<file path="src/timer_pkg.sv">
/*
 * Shared constants, modes and configuration carriers of the multichannel
 * PWM / capture timer. Assumes a single synchronous clock domain.
 */
package timer_pkg;
    localparam int CNT_W = 16;
    localparam int NUM_CH = 4;
    localparam int NUM_PAIRS = 3;
    localparam int NUM_EV = 6;
    localparam int NUM_DMA = 5;
    localparam logic [15:0] CNT_RESET = 16'h0000;
    localparam logic [15:0] PSC_RESET = 16'h0000;
    localparam logic [7:0] DT_RESET = 8'h00;
    // event selector codes for the converter triggers
    localparam logic [2:0] EV_UPDATE = 3'h0;
    localparam logic [2:0] EV_CH0 = 3'h1;
    localparam logic [2:0] EV_TRIG = 3'h5;

    typedef enum logic [1:0] {CNT_UP, CNT_DOWN, CNT_CENTER} count_mode_t;
    typedef enum logic [1:0] {CH_CAPTURE, CH_COMPARE, CH_PWM, CH_ONE_PULSE} ch_mode_t;
    typedef enum logic [1:0] {SLAVE_OFF, SLAVE_RESET, SLAVE_START} slave_mode_t;

    typedef struct packed {
        logic enable;
        count_mode_t count_mode;
        logic one_pulse;
        logic [15:0] prescale;
        logic [15:0] reload;
        slave_mode_t slave_mode;
        logic dbg_freeze;
        logic dbg_out_off;
        logic encoder_en;
        logic hall_en;
        logic [7:0] dead_time;
        logic [2:0] adc_reg_sel;
        logic [2:0] adc_inj_sel;
        logic [2:0] adc_dma_sel;
        logic [4:0] dma_en;
    } cfg_t;

    typedef struct packed {
        ch_mode_t mode;
        logic [15:0] compare;
        logic polarity;
        logic out_en;
    } ch_cfg_t;
endpackage : timer_pkg
</file>
<file path="src/multichannel_pwm_capture_timer.sv">
/*
 * Multichannel PWM / capture timer: prescaled 16-bit counter, four
 * capture/compare channels, complementary outputs with dead time on the
 * advanced variant, encoder and hall inputs, trigger link, DMA and
 * converter trigger outputs. Configuration arrives as static inputs from
 * the surrounding logic; all inputs are synchronous to mclk_i.
 */
// Summary of operation
// - 16-bit reloading counter counts up, down or up/down.
// - prescaler divides the counter clock by any factor 1 to 65536.
// - four channels each do capture, compare, PWM or one-pulse output.
// - advanced variant drives three complementary pairs with dead time.
// - advanced PWM covers the full duty range, 0 to 100 percent.
// - advanced variant freezes counter and forces outputs inactive in debug halt.
// - general variant holds its counter during debug halt.
// - trigger link lets one timer start, reset or chain another.
// - each timer raises its own DMA request lines.
// - general variant decodes quadrature encoders and one to three hall sensors.
// - timer events route to converter regular, injected and DMA triggers.
`timescale 1ns/1ps
module multichannel_pwm_capture_timer #(
    parameter bit ADVANCED = 1'b1
) (
    input wire logic mclk_i,
    input wire logic rst_i,
    input wire timer_pkg::cfg_t cfg_i,
    input wire timer_pkg::ch_cfg_t [3:0] ch_cfg_i,
    input wire logic [3:0] ch_in_i,
    input wire logic enc_a_i,
    input wire logic enc_b_i,
    input wire logic [2:0] hall_i,
    input wire logic trig_i,
    input wire logic debug_halt_i,
    output logic [15:0] cnt_o,
    output logic [3:0][15:0] capture_o,
    output logic [3:0] ch_o,
    output logic [2:0] ch_n_o,
    output logic update_o,
    output logic trig_o,
    output logic [4:0] dma_o,
    output logic adc_reg_o,
    output logic adc_inj_o,
    output logic adc_dma_o
);
    // pick one event from the event vector, unknown codes give none
    function automatic logic pick_event(input logic [5:0] ev, input logic [2:0] sel);
        pick_event = (sel < 3'(timer_pkg::NUM_EV)) ? ev[sel] : 1'b0;
    endfunction : pick_event

    logic [15:0] cnt;
    logic [15:0] psc;
    logic dir_down;
    logic running;
    logic en_prev;
    logic trig_prev;
    logic enc_a_prev;
    logic enc_b_prev;
    logic hall_prev;
    logic cnt_moved;
    logic [3:0] in_prev;
    logic [3:0] cmp_ref;
    logic [3:0] ref_d;
    logic [2:0][7:0] dt_cnt;
    logic [15:0] next_cnt;
    logic next_dir;
    logic upd;
    logic [3:0] ref_now;
    logic [3:0] ch_edge;
    logic [3:0] ch_ev;
    logic [3:0] main_act;
    logic [2:0] comp_act;
    logic [3:0] pol;

    // debug halt, trigger link and encoder decoding
    wire halt = debug_halt_i & cfg_i.dbg_freeze;
    wire force_off = ADVANCED & debug_halt_i & cfg_i.dbg_out_off;
    wire trig_edge = trig_i & ~trig_prev;
    wire trig_reset = trig_edge & (cfg_i.slave_mode == timer_pkg::SLAVE_RESET);
    wire trig_start = trig_edge & (cfg_i.slave_mode == timer_pkg::SLAVE_START);
    wire enc_step = (enc_a_i ^ enc_a_prev) | (enc_b_i ^ enc_b_prev);
    wire enc_down = enc_a_prev ^ enc_b_i;
    wire hall_x = ^hall_i;
    wire psc_hit = (psc == cfg_i.prescale);
    wire at_top = (cnt == cfg_i.reload);
    wire at_zero = (cnt == timer_pkg::CNT_RESET);
    wire step = running & ~halt & (cfg_i.encoder_en ? enc_step : psc_hit);
    wire set_run = cfg_i.enable & ((~en_prev & cfg_i.slave_mode != timer_pkg::SLAVE_START)
        | trig_start);
    wire clr_run = ~cfg_i.enable | (cfg_i.one_pulse & upd);
    wire [5:0] events = {trig_edge, ch_ev, upd};

    // prescaler divides by prescale plus one
    wire [15:0] next_psc = (~running | halt | psc_hit | trig_reset) ? (psc_hit | trig_reset ?
        timer_pkg::PSC_RESET : psc) : psc + 16'h0001;

    always_comb begin
        next_cnt = cnt;
        next_dir = dir_down;
        upd = 1'b0;
        if (trig_reset) begin
            next_cnt = (cfg_i.count_mode == timer_pkg::CNT_DOWN) ? cfg_i.reload
                : timer_pkg::CNT_RESET;
            next_dir = 1'b0;
            upd = 1'b1;
        end else if (step && cfg_i.encoder_en) begin
            if (enc_down) begin
                next_cnt = at_zero ? cfg_i.reload : cnt - 16'h0001;
            end else begin
                next_cnt = at_top ? timer_pkg::CNT_RESET : cnt + 16'h0001;
            end
        end else if (step) begin
            // reload and update at the turning points
            case (cfg_i.count_mode)
                timer_pkg::CNT_UP: begin
                    next_cnt = at_top ? timer_pkg::CNT_RESET : cnt + 16'h0001;
                    upd = at_top;
                end
                timer_pkg::CNT_DOWN: begin
                    next_cnt = at_zero ? cfg_i.reload : cnt - 16'h0001;
                    upd = at_zero;
                end
                timer_pkg::CNT_CENTER: begin
                    if (!dir_down) begin
                        next_cnt = at_top ? cnt - 16'h0001 : cnt + 16'h0001;
                        next_dir = at_top;
                        upd = at_top;
                    end else begin
                        next_cnt = at_zero ? cnt + 16'h0001 : cnt - 16'h0001;
                        next_dir = ~at_zero;
                        upd = at_zero;
                    end
                end
                default: begin
                    next_cnt = cnt;
                end
            endcase
        end
    end

    // per-channel capture edge, compare event and reference waveform
    always_comb begin
        for (int k = 0; k < timer_pkg::NUM_CH; k++) begin
            pol[k] = ch_cfg_i[k].polarity;
            ch_edge[k] = ch_cfg_i[k].polarity ? (in_prev[k] & ~ch_in_i[k])
                : (~in_prev[k] & ch_in_i[k]);
            ch_ev[k] = (ch_cfg_i[k].mode == timer_pkg::CH_CAPTURE) ? ch_edge[k]
                : (cnt_moved & cnt == ch_cfg_i[k].compare);
            case (ch_cfg_i[k].mode)
                timer_pkg::CH_COMPARE: ref_now[k] = cmp_ref[k];
                // compare 0 stays low, compare above reload stays high
                timer_pkg::CH_PWM: ref_now[k] = (cnt < ch_cfg_i[k].compare);
                timer_pkg::CH_ONE_PULSE: ref_now[k] = running & (cnt >= ch_cfg_i[k].compare);
                default: ref_now[k] = 1'b0;
            endcase
        end
        // hall sensor change captures on channel 0
        if (cfg_i.hall_en) begin
            ch_edge[0] = (hall_x != hall_prev);
            ch_ev[0] = ch_edge[0];
        end
    end

    // dead time gap between true and complementary outputs
    always_comb begin
        for (int k = 0; k < timer_pkg::NUM_CH; k++) begin
            main_act[k] = ref_d[k];
        end
        for (int k = 0; k < timer_pkg::NUM_PAIRS; k++) begin
            comp_act[k] = 1'b0;
            if (ADVANCED) begin
                main_act[k] = ref_d[k] & (dt_cnt[k] == timer_pkg::DT_RESET)
                    & (ref_now[k] == ref_d[k]);
                comp_act[k] = ~ref_d[k] & (dt_cnt[k] == timer_pkg::DT_RESET)
                    & (ref_now[k] == ref_d[k]);
            end
        end
    end

    // counter, prescaler and run control
    always_ff @(posedge mclk_i) begin
        if (rst_i) begin
            cnt <= timer_pkg::CNT_RESET;
            psc <= timer_pkg::PSC_RESET;
            dir_down <= 1'b0;
            running <= 1'b0;
            en_prev <= 1'b0;
            cnt_moved <= 1'b0;
        end else begin
            cnt <= next_cnt;
            psc <= next_psc;
            dir_down <= next_dir;
            // start on link trigger or enable
            running <= set_run | (running & ~clr_run);
            en_prev <= cfg_i.enable;
            cnt_moved <= step | trig_reset;
        end
    end

    // input history registers
    always_ff @(posedge mclk_i) begin
        if (rst_i) begin
            trig_prev <= 1'b0;
            enc_a_prev <= 1'b0;
            enc_b_prev <= 1'b0;
            hall_prev <= 1'b0;
            in_prev <= 4'h0;
        end else begin
            trig_prev <= trig_i;
            enc_a_prev <= enc_a_i;
            enc_b_prev <= enc_b_i;
            hall_prev <= hall_x;
            in_prev <= ch_in_i;
        end
    end

    // channel state, captures and pin drivers
    always_ff @(posedge mclk_i) begin
        if (rst_i) begin
            capture_o <= '0;
            cmp_ref <= 4'h0;
            ref_d <= 4'h0;
            dt_cnt <= '0;
            ch_o <= 4'h0;
            ch_n_o <= 3'h0;
        end else begin
            ref_d <= ref_now;
            for (int k = 0; k < timer_pkg::NUM_CH; k++) begin
                if (ch_edge[k] && (ch_cfg_i[k].mode == timer_pkg::CH_CAPTURE
                    || (k == 0 && cfg_i.hall_en))) begin
                    capture_o[k] <= cnt;
                end
                if (ch_ev[k] && ch_cfg_i[k].mode == timer_pkg::CH_COMPARE) begin
                    cmp_ref[k] <= ~cmp_ref[k];
                end
                // debug halt with dbg_out_off on the advanced variant drives every output to its idle level
                ch_o[k] <= (force_off | ~ch_cfg_i[k].out_en) ? pol[k] : main_act[k] ^ pol[k];
            end
            for (int k = 0; k < timer_pkg::NUM_PAIRS; k++) begin
                if (ref_now[k] != ref_d[k]) begin
                    dt_cnt[k] <= cfg_i.dead_time;
                end else if (dt_cnt[k] != timer_pkg::DT_RESET) begin
                    dt_cnt[k] <= dt_cnt[k] - 8'h01;
                end
                ch_n_o[k] <= (force_off | ~ch_cfg_i[k].out_en | ~ADVANCED) ? pol[k]
                    : comp_act[k] ^ pol[k];
            end
        end
    end

    // event pulses: update, link, DMA and converter triggers
    always_ff @(posedge mclk_i) begin
        if (rst_i) begin
            update_o <= 1'b0;
            trig_o <= 1'b0;
            dma_o <= 5'h00;
            adc_reg_o <= 1'b0;
            adc_inj_o <= 1'b0;
            adc_dma_o <= 1'b0;
        end else begin
            update_o <= upd;
            trig_o <= upd;
            // own DMA requests, update and channels
            dma_o <= cfg_i.dma_en & {ch_ev, upd};
            adc_reg_o <= pick_event(events, cfg_i.adc_reg_sel);
            adc_inj_o <= pick_event(events, cfg_i.adc_inj_sel);
            adc_dma_o <= pick_event(events, cfg_i.adc_dma_sel);
        end
    end

    assign cnt_o = cnt;
endmodule : multichannel_pwm_capture_timer

</file>
<file path="config.mk">
export PLATFORM = sky130hd
export DESIGN_NAME = multichannel_pwm_capture_timer
export DESIGN_NICKNAME = d
export VERILOG_FILES = /design/src/timer_pkg.sv /design/src/multichannel_pwm_capture_timer.sv
export SDC_FILE = /design/constraint.sdc
export NUM_CORES = 1
export LEC_CHECK = 0
export BUFFER_PORTS_ARGS = -buffer_cell sky130_fd_sc_hd__buf_2
export CORE_MARGIN = 8
export CORE_UTILIZATION = 45
export CTS_CLUSTER_DIAMETER = 150
export DETAILED_ROUTE_END_ITERATION = 10
export GPL_ROUTABILITY_DRIVEN = 0
export PLACE_DENSITY = 0.73
export SKIP_LAST_GASP = 1
export SYNTH_ARGS = -nofsm -noshare
export SYNTH_HDL_FRONTEND = slang
export SYNTH_SLANG_ARGS = --single-unit
</file>
<file path="constraint.sdc">
create_clock -name mclk_i -period 3 [get_ports mclk_i]
set_input_delay 0.15 -clock mclk_i [delete_from_list [all_inputs] [get_ports mclk_i]]
set_output_delay 0.15 -clock mclk_i [all_outputs]
set_load 0.05 [all_outputs]
</file>
==> results of run 1 <==
[cell type report]
| type | count | area, µm² |
|---|---|---|
| fillers | 2149 | 9890 |
| flip-flops and latches | 156 | 3130 |
| inverters | 88 | 330 |
| well taps | 319 | 399 |
| diodes | 1 | 2.50 |
| repair buffers | 353 | 2100 |
| multi-input cells | 1054 | 7110 |
| clock buffers | 18 | 439 |
| clock inverters | 14 | 146 |
[report_power, final]
part           switching, mW  total, mW  internal [mW]
clock                   1.03       2.16           1.13
sequential             0.160       2.38           2.22
combinational           1.41       2.34          0.938
[routing by layer]
metal / share of wire / vias to the layer above
met2: 0.46 / 721
li1: - / 5470
met4: 0.043 / 6
met1: 0.38 / 5476
met3: 0.11 / 143
met5: 0.00075 / -
[flip-flops by register name (all words and copies together) (netlist names), 3 cells and up]
name       count
capture_o     64
dt_cnt        24
cnt_o         16
psc           16
dma_o          5
ch_o           4
cmp_ref        4
in_prev        4
ref_d          4
ch_n_o         3
[layout by cell type (no fill, tap or decap), types with 7 or more instances in the layout]
cell           count
nand2b_1           9
nor2_1           193
nand2_1           81
a21oi_1          104
o21a_1             8
nor3b_1           15
o211ai_1          10
ha_1              74
a211oi_1           7
a31oi_1            7
xor2_1            54
or4_1              7
mux2i_1           60
xnor2_1           51
buf_4             78
nor3_1            39
dfxtp_1          151
a221oi_1          12
nor2b_1           24
o22ai_1            9
o21ai_1            7
dlygate4sd3_1     20
clkbuf_16         17
buf_2            252
inv_1             87
nand3_1           40
o21ai_0           55
and3_1             8
nand4_1           32
nor4_1            19
[what timing repair did]
| item | CTS | global route |
|---|---|---|
| resized for setup | 1 | 16 |
| pin swaps | 0 | 2 |
| hold endpoints to repair | 23 | 0 |
| hold buffers | 20 | 0 |
| endpoints found under the setup margin | 5 | 30 |
| setup buffers | 0 | 2 |
[worst max path at each step]
stage | endpoint | slack, ps | start | depth (start not counted)
6_report | dt_cnt[15]$_SDFFE_PP0P_ | 50 | cnt_o[15]$_SDFFE_PP0P_ | 9
2_1_floorplan | dt_cnt[15]$_SDFFE_PP0P_ | 1 | cnt_o[6]$_SDFFE_PP0P_ | 10
5_1_grt | dt_cnt[15]$_SDFFE_PP0P_ | -70 | cnt_o[7]$_SDFFE_PP0P_ | 10
3_5_place_dp | dt_cnt[22]$_SDFFE_PP0P_ | -60 | cnt_o[9]$_SDFFE_PP0P_ | 9
4_1_cts | dt_cnt[22]$_SDFFE_PP0P_ | 6 | cnt_o[9]$_SDFFE_PP0P_ | 9
3_3_place_gp | dt_cnt[22]$_SDFFE_PP0P_ | -40 | cnt_o[9]$_SDFFE_PP0P_ | 9
[kinds of logic (layout without fill, tap and decap cells)]
logic type / Yosys count / in the layout / share of synthesized area
AND/OR/NAND/NOR: 516 / 516 / 0.242
AO/OA/AOI/OAI: 295 / 295 / 0.175
buffers and inverters: 158 / 473 / 0.0610
flip-flops: 156 / 156 / 0.289
XOR/XNOR: 105 / 105 / 0.0850
adder cells (fa/ha/maj): 74 / 74 / 0.0856
multiplexers: 64 / 64 / 0.0628
other: 0 / 1 / 0
[worst reg2reg max path, delay by kind of cell, from the launching register on]
| family | cells | cell delay, ps |
|---|---|---|
| simple gates | 3 | 330 |
| buf+inv | 1 | 200 |
| flops | 1 | 590 |
| compound gates | 4 | 1340 |
| fa+ha+maj | 1 | 350 |
[metrics by stage]
step	hold slack [ps]	worst slack (ps)
detailed placement	358	-58.7
global placement	351	-43.0
global route	0.264	-74.4
CTS	1.96	5.55
floorplan	250	1.19
finish	22.4	52.7
==> results.yml, run 1 <==
finish:
  area_delta_synth_final_pct: 26.3
  drive_gt1_frac: 0.250
  instances_no_fill: 2003
  final_util: 0.580
  post-route-cell-area_mm2: 0.0137
  fin_nets: 1901
floorplan:
  dieArea_mm2: 0.0292
  io_pins: 254
  start_util: 0.459
  die_w_um: 171
  fp.dieH_um: 171
  core_mm2: 0.0235
  num_rows: 56
global_routing:
  grt_pass1_wl_um: 62000
  met1_usage: 0.324
  track_usage: 0.270
  busiest_layer: "met2"
  overflow: 0
  antenna_found_initial: 4
  grt_max_degree: 62
  grt_use_met3: 0.0657
  grt_pass1_vias: 11200
  grt_use_met2: 0.446
flow_run:
  maxCapViolCount: 0
setup_path:
  r2r_end: "dt_cnt[15]$_SDFFE_PP0P_"
  r2r_start: "cnt_o[15]$_SDFFE_PP0P_"
  worstSetupStartpointType: "flip-flop"
  reg2reg_depth: 9
  r2r_slack_ps: 50
  cp_num_buf_inv: 1
  end_kind: "flip-flop"
  cp.arrival_ps: 3250
  crit_slowest_cell: "dfxtp_1"
  cp_cell_sequence: "ha_1 > nand4_1 > nor3_1 > a221o_1 > o22ai_1 > o21ai_1 > buf_4 > a221oi_2 > nor3_1"
  path_class: "flip-flop to flip-flop"
  critPathMaxFanout: 8
  required_ps: 3300
  critPathMaxStageDelay_ps: 590
  crit_family: "compound AO/OA/AOI/OAI gates"
  crit_top_cell: "nor3_1"
synth:
  synthCells: 1368
  synthTopCellsByArea: "dfxtp_1 29%, ha_1 8.6%, nor2_1 6.7%, mux2i_1 5.6%, a21oi_1 4.8%"
  synth_cell_type_count: 84
  syn-cell-area_mm2: 0.0108
  synth_top_area_share: 0.289
  yosysMostFrequentCell: "nor2_1"
  synth_seq_cells: 156
  ys_seq_area_frac: 0.289
  syn_nets: 1599
  async_reset_ff_frac: 0
  synth_edf_count: 0
  synthTopCellsByCount: "193 x nor2_1, 156 x dfxtp_1, 104 x a21oi_1"
  synthFlopType: "dfxtp_1"
  yosys.area.top_type: "dfxtp_1"
  yosysWarnings: 0
  syn_avg_cell_area_um2: 7.91
placement:
  dp_cells: 1948
  hpwl_um: 31400
  portBuffers: 253
  dpl_cell_area_mm2: 0.0128
timing:
  tightestPinTransition_ps: 741
  hold_viol: 0
  max_freq_mhz: 339
  finalSetupViolations: 0
  min_period_over_period: 0.982
  drv_slew: 0
  min_period_ps: 2950
  fin_skew_ps: 23.2
  slew_headroom: 0.502
  tns_ps: 0
clocking:
  cts_tree: "done"
  clk_latency_ps: 440
  cts_buffers: 17
  clockBufferDepth: 2
  root_buffer: "clkbuf_16"
  h-tree-depth: 4
  clock-sinks: 156
  path_clk_slew_ps: 70
route:
  drt_iter0_markers: 1384
  final_antenna_net_count: 0
  routed_wl_um: 41300
  drt-wirelength-per-cell_um: 20.6
  num_vias: 11800
  dr.pass1.iters: 6
  drc: 0
  vias_per_cell: 5.90
power:
  leakagePower_nw: 6.49
  ir_drop_v: 0.000352
  power.total_mw: 6.88
  p_per_area_mw_per_mm2: 504
worst_hold_path:
  whs_endpoint: "hall_prev$_SDFF_PP0_"
  hp-class: "input port to flip-flop"
  hold_start: "hall_i[1]"
  hold_depth: 3
outcome:
  outcome: "completed"
No activity file was read; power rests on OpenSTA's default activity.
==> inputs of run 2 (changes only) <==
CTS_BUF_LIST = sky130_fd_sc_hd__clkbuf_4 sky130_fd_sc_hd__clkbuf_8 sky130_fd_sc_hd__clkbuf_16   (was unset)
TNS_END_PERCENT = 30   (was unset)
==> results.yml, run 2 (same netlist as run 1, synthesis figures left out) <==
outcome:
  outcome: "complete, but fails checks"
  violations: "negative setup slack"
setup_path:
  path_class: "flip-flop to flip-flop"
  crit_slowest_cell: "nor4_1"
  r2r_end: "adc_dma_o$_SDFF_PP0_"
  cp_cell_sequence: "ha_1 > nand4_1 > nor4_1 > nand2_1 > o21a_1 > mux4_2 > nor3b_1 > a211oi_1"
  r2r_start: "cnt_o[15]$_SDFFE_PP0P_"
  reg2reg_depth: 8
  critPathMaxStageDelay_ps: 680
  worstSetupStartpointType: "flip-flop"
  cp.arrival_ps: 3370
  required_ps: 3350
  crit_family: "simple AND/OR/NAND/NOR gates"
  r2r_slack_ps: -20
  cp_num_buf_inv: 0
  end_kind: "flip-flop"
  critPathMaxFanout: 6
finish:
  fillCellCount: 2196
  top_register: "capture_o"
  drive_gt1_frac: 0.247
  fin_nets: 1904
  diodes: 0
  instances_no_fill: 2005
  area_delta_synth_final_pct: 26.2
  reg.largest.list: "capture_o x64, dt_cnt x24"
  final_cell_mix: "252 x buf_2, 193 x nor2_1, 155 x dfxtp_1"
  layout_commonest_cell: "buf_2"
  largest_register_ffs: 64
global_routing:
  grt_pass1_wl_um: 63100
  track_usage: 0.275
  overflow: 0
  grt_pass1_vias: 11400
  antenna_found_initial: 1
  grt_max_degree: 46
placement:
  dp_cells: 1958
  hpwl_um: 32200
  portBuffers: 253
timing:
  layout_setup_ws_ps: -16.9
  tightestPinTransition_ps: 745
  min_period_ps: 3020
  max_freq_mhz: 331
  min_period_over_period: 1.01
  fin_skew_ps: 25.8
  rsz0062_at_grt: "true"
  slew_headroom: 0.503
  finalSetupViolations: 1
  hold_slack_ps: 3.96
  drv_slew: 0
  hold_viol: 0
route:
  final_antenna_net_count: 0
  drc: 0
  routed_wl_um: 41500
  drt_iter0_markers: 1471
  drt-wirelength-per-cell_um: 20.7
  num_vias: 11800
  dr.pass1.iters: 6
  vias_per_cell: 5.90
worst_hold_path:
  hold_depth: 2
  whs_endpoint: "in_prev[1]$_SDFF_PP0_"
  hold_start: "ch_in_i[1]"
  hp-class: "input port to flip-flop"
floorplan:
  dieArea_mm2: 0.0292
  die_w_um: 171
  fp.dieH_um: 171
  core_mm2: 0.0235
  start_util: 0.459
  io_pins: 254
  num_rows: 56
clocking:
  postCtsSetupBuffers: 0
  clock-sinks: 156
  cts_tree: "done"
  h-tree-depth: 4
  path_clk_slew_ps: 70
  clk_latency_ps: 430
  clockBufferDepth: 2
  root_buffer: "clkbuf_16"
  cts_buffers: 17
flow_run:
  maxCapViolCount: 0
power:
  ir_drop_v: 0.000333
  leakagePower_nw: 6.53
  power.total_mw: 7.12
  p_per_area_mw_per_mm2: 522
==> run 2: cell count changes in the layout (fill, tap and decap cells not counted), moves of 2 or more <==
cell           delta
buf_12            -2
nor4_2            -2
bufinv_16         +3
dfxtp_1           +4
dfxtp_2           -4
dlygate4sd3_1     -5
nor4_1            +2
buf_4            +11
==> run 2: what timing repair did <==
action / 4_1_cts / 5_1_grt
setup endpoints to repair: 0 / 30
gates resized for setup: 0 / 4
endpoints found under the hold margin: 15 / 0
hold buffers: 15 / 0
==> run 2: how the worst max path moves through the flow <==
stage | start | end | slack (ps) | depth (start not counted)
floorplan | cnt_o[11]$_SDFFE_PP0P_ | dt_cnt[22]$_SDFFE_PP0P_ | -6 | 9
global placement | cnt_o[15]$_SDFFE_PP0P_ | adc_inj_o$_SDFF_PP0_ | 140 | 8
detailed placement | cnt_o[15]$_SDFFE_PP0P_ | adc_dma_o$_SDFF_PP0_ | 40 | 8
CTS | cnt_o[15]$_SDFFE_PP0P_ | adc_dma_o$_SDFF_PP0_ | 9 | 8
global route | cnt_o[15]$_SDFFE_PP0P_ | dt_cnt[10]$_SDFFE_PP0P_ | -150 | 7
finish | cnt_o[15]$_SDFFE_PP0P_ | adc_dma_o$_SDFF_PP0_ | -20 | 8
==> run 2: layout make-up <==
class | count | area, µm² | area share
flip-flops and latches | 156 | 3120 | 0.229
clock buffers | 17 | 425 | 0.0312
clock inverters | 15 | 223 | 0.0163
well taps | 319 | 399 | 0.0292
inverters | 88 | 330 | 0.0242
repair buffers | 356 | 2080 | 0.152
multi-input cells | 1054 | 7060 | 0.518
==> run 2: power by group <==
group	total [mW]	internal, mW	switching, mW
clock	2.39	1.36	1.03
sequential	2.37	2.22	0.156
combinational	2.36	0.952	1.41
total	7.12	4.53	2.59
==> run 2: worst register-to-register path: cells and delay by family (launching register included) <==
family | cells | cell delay [ps]
simple gates | 4 | 1190
mux | 1 | 470
flops | 1 | 440
compound gates | 2 | 460
fa+ha+maj | 1 | 390
==> run 2: per-stage QoR <==
step | instance area [µm²] | worst slack [ps] | TNS (ps) | util
after floorplan | 10800 | -6.03 | -6.03 | -
after global placement | 12800 | 135 | 0 | 0.545
after detailed placement | 12800 | 43.1 | 0 | 0.545
after CTS | 13600 | 8.94 | 0 | 0.579
after global routing | 13600 | -148 | -1270 | 0.580
final | 13600 | -16.9 | -16.9 | 0.580
==> run 2: metal layers <==
layer | vias to the layer above | track usage | routed length (µm)
met2 | 807 | 0.441 | 18400
met1 | 5360 | 0.328 | 15600
met5 | - | 0 | 8
li1 | 5486 | - | -
met3 | 175 | 0.0737 | 5160
met4 | 2 | 0.158 | 2270
==> inputs of run 3 (changes only) <==
clock period = 3.65 ns   (was 3 ns; I/O delays follow)
==> results.yml, run 3 (same netlist as run 1, synthesis figures left out) <==
flow_run:
  maxCapViolCount: 0
route:
  final_antenna_net_count: 0
  drt-wirelength-per-cell_um: 20.4
  vias_per_cell: 5.84
  routed_wl_um: 40100
  num_vias: 11400
  dr.pass1.iters: 7
  drt_iter0_markers: 1267
  drc: 0
clocking:
  postCtsSetupBuffers: 0
  clk_latency_ps: 430
  root_buffer: "clkbuf_16"
  cts_buffers: 17
  clock-sinks: 156
  cts_tree: "done"
  path_clk_slew_ps: 80
  clockBufferDepth: 2
  h-tree-depth: 4
placement:
  dpl_cell_area_mm2: 0.0125
  portBuffers: 253
  hpwl_um: 30600
global_routing:
  grt_pass1_wl_um: 60700
  grt_max_degree: 69
  grt_pass1_vias: 11000
  overflow: 0
  track_usage: 0.265
  antenna_found_initial: 2
timing:
  finalSetupViolations: 0
  tns_ps: 0
  min_period_over_period: 0.881
  fin_skew_ps: 25.0
  tightestPinTransition_ps: 866
  max_freq_mhz: 311
  min_period_ps: 3220
  hold_viol: 0
  rsz0062_at_grt: "false"
  slew_headroom: 0.418
  drv_slew: 0
outcome:
  outcome: "completed"
finish:
  post-route-cell-area_mm2: 0.0132
  final_cell_mix: "252 x buf_2, 193 x nor2_1, 156 x dfxtp_1"
  largest_register_ffs: 64
  fillCellCount: 2213
  fin_nets: 1857
  top_register: "capture_o"
  area_delta_synth_final_pct: 22.1
  reg.largest.list: "capture_o x64, dt_cnt x24"
  layout_commonest_cell: "buf_2"
  drive_gt1_frac: 0.225
floorplan:
  num_rows: 56
  dieArea_mm2: 0.0292
  io_pins: 254
  die_w_um: 171
  core_mm2: 0.0235
  start_util: 0.459
  fp.dieH_um: 171
power:
  leakagePower_nw: 6.26
  p_per_area_mw_per_mm2: 420
  ir_drop_v: 0.000313
setup_path:
  crit_slowest_cell: "dfxtp_1"
  cp.arrival_ps: 3520
  worstSetupStartpointType: "flip-flop"
  required_ps: 3960
  critPathMaxFanout: 15
  critPathMaxStageDelay_ps: 720
  end_kind: "flip-flop"
  cp_cell_sequence: "buf_4 > nand3_1 > or4_4 > nor3_2 > xnor2_1 > nor2_1 > a2bb2oi_1 > a221oi_1 > a211oi_1"
  path_class: "flip-flop to flip-flop"
worst_hold_path:
  hp-class: "input port to flip-flop"
-- run 3: changes by cell type in the layout (fill, tap and decap cells not counted), sizes merged --
cell,delta
buf,-44
bufinv,-3
dlygate4sd3,-3
clkinvlp,+2
diode,+2
clkinv,+1
-- run 3: worst max-delay path, delay by kind of cell (launching register included) --
| kind | cells | cell delay (ps) |
|---|---|---|
| simple gates | 4 | 1240 |
| flops | 1 | 720 |
| compound gates | 3 | 680 |
| buf+inv | 1 | 350 |
| xor+xnor | 1 | 110 |
-- run 3: metrics by stage --
stage	setup slack, ps	utilization	std cells	power (mW)	hold slack, ps
detailed placement	633	0.531	1914	3.76	388
floorplan	585	-	1368	3.24	282
finish	434	0.561	1960	5.54	14.0
CTS	627	0.560	1957	5.53	2.01
global placement	662	0.531	1914	3.72	383
global route	220	0.561	1958	5.83	14.3
-- run 3: routing by layer --
| layer | track usage | vias to the layer above | wire length (µm) | share of wire |
|---|---|---|---|---|
| met4 | 0.141 | 2 | 1990 | 0.050 |
| met3 | 0.0694 | 138 | 4390 | 0.11 |
| met2 | 0.426 | 693 | 17900 | 0.45 |
| met1 | 0.320 | 5221 | 15800 | 0.39 |
| met5 | 0 | - | 8 | 0.00020 |
| li1 | - | 5389 | - | - |
-- run 3: worst paths after layout --
check                                                from                   endpoint  slack [ps]  cells after the start
worst max-delay path                cnt_o[2]$_SDFFE_PP0P_     cnt_o[15]$_SDFFE_PP0P_         430                      9
worst min-delay path                         ch_cfg_i[61]         ch_o[3]$_SDFF_PP0_          10                      3
worst max register to register      cnt_o[2]$_SDFFE_PP0P_     cnt_o[15]$_SDFFE_PP0P_         430                      9
worst min register to register  capture_o[0]$_SDFFE_PP0P_  capture_o[0]$_SDFFE_PP0P_         480                      2
-- run 3: layout make-up --
cell class	instances	area, µm²	share of cell area
Inverter	88	330	0.0250
Sequential cell	156	3120	0.237
Clock buffer	17	425	0.0322
Timing Repair Buffer	309	1720	0.130
Clock inverter	15	153	0.0116
Tap cell	319	399	0.0302
Multi-Input combinational cell	1054	7050	0.534
Antenna cell	2	5.00	0.000379
-- run 3: report_power, final --
group / internal (mW) / switching [mW]
combinational: 0.717 / 1.12
clock: 0.912 / 0.841
sequential: 1.82 / 0.129
-- run 3: timing repair --
action,CTS,global route
resized for setup,0,0
hold buffers,11,1
hold endpoints to repair,11,1
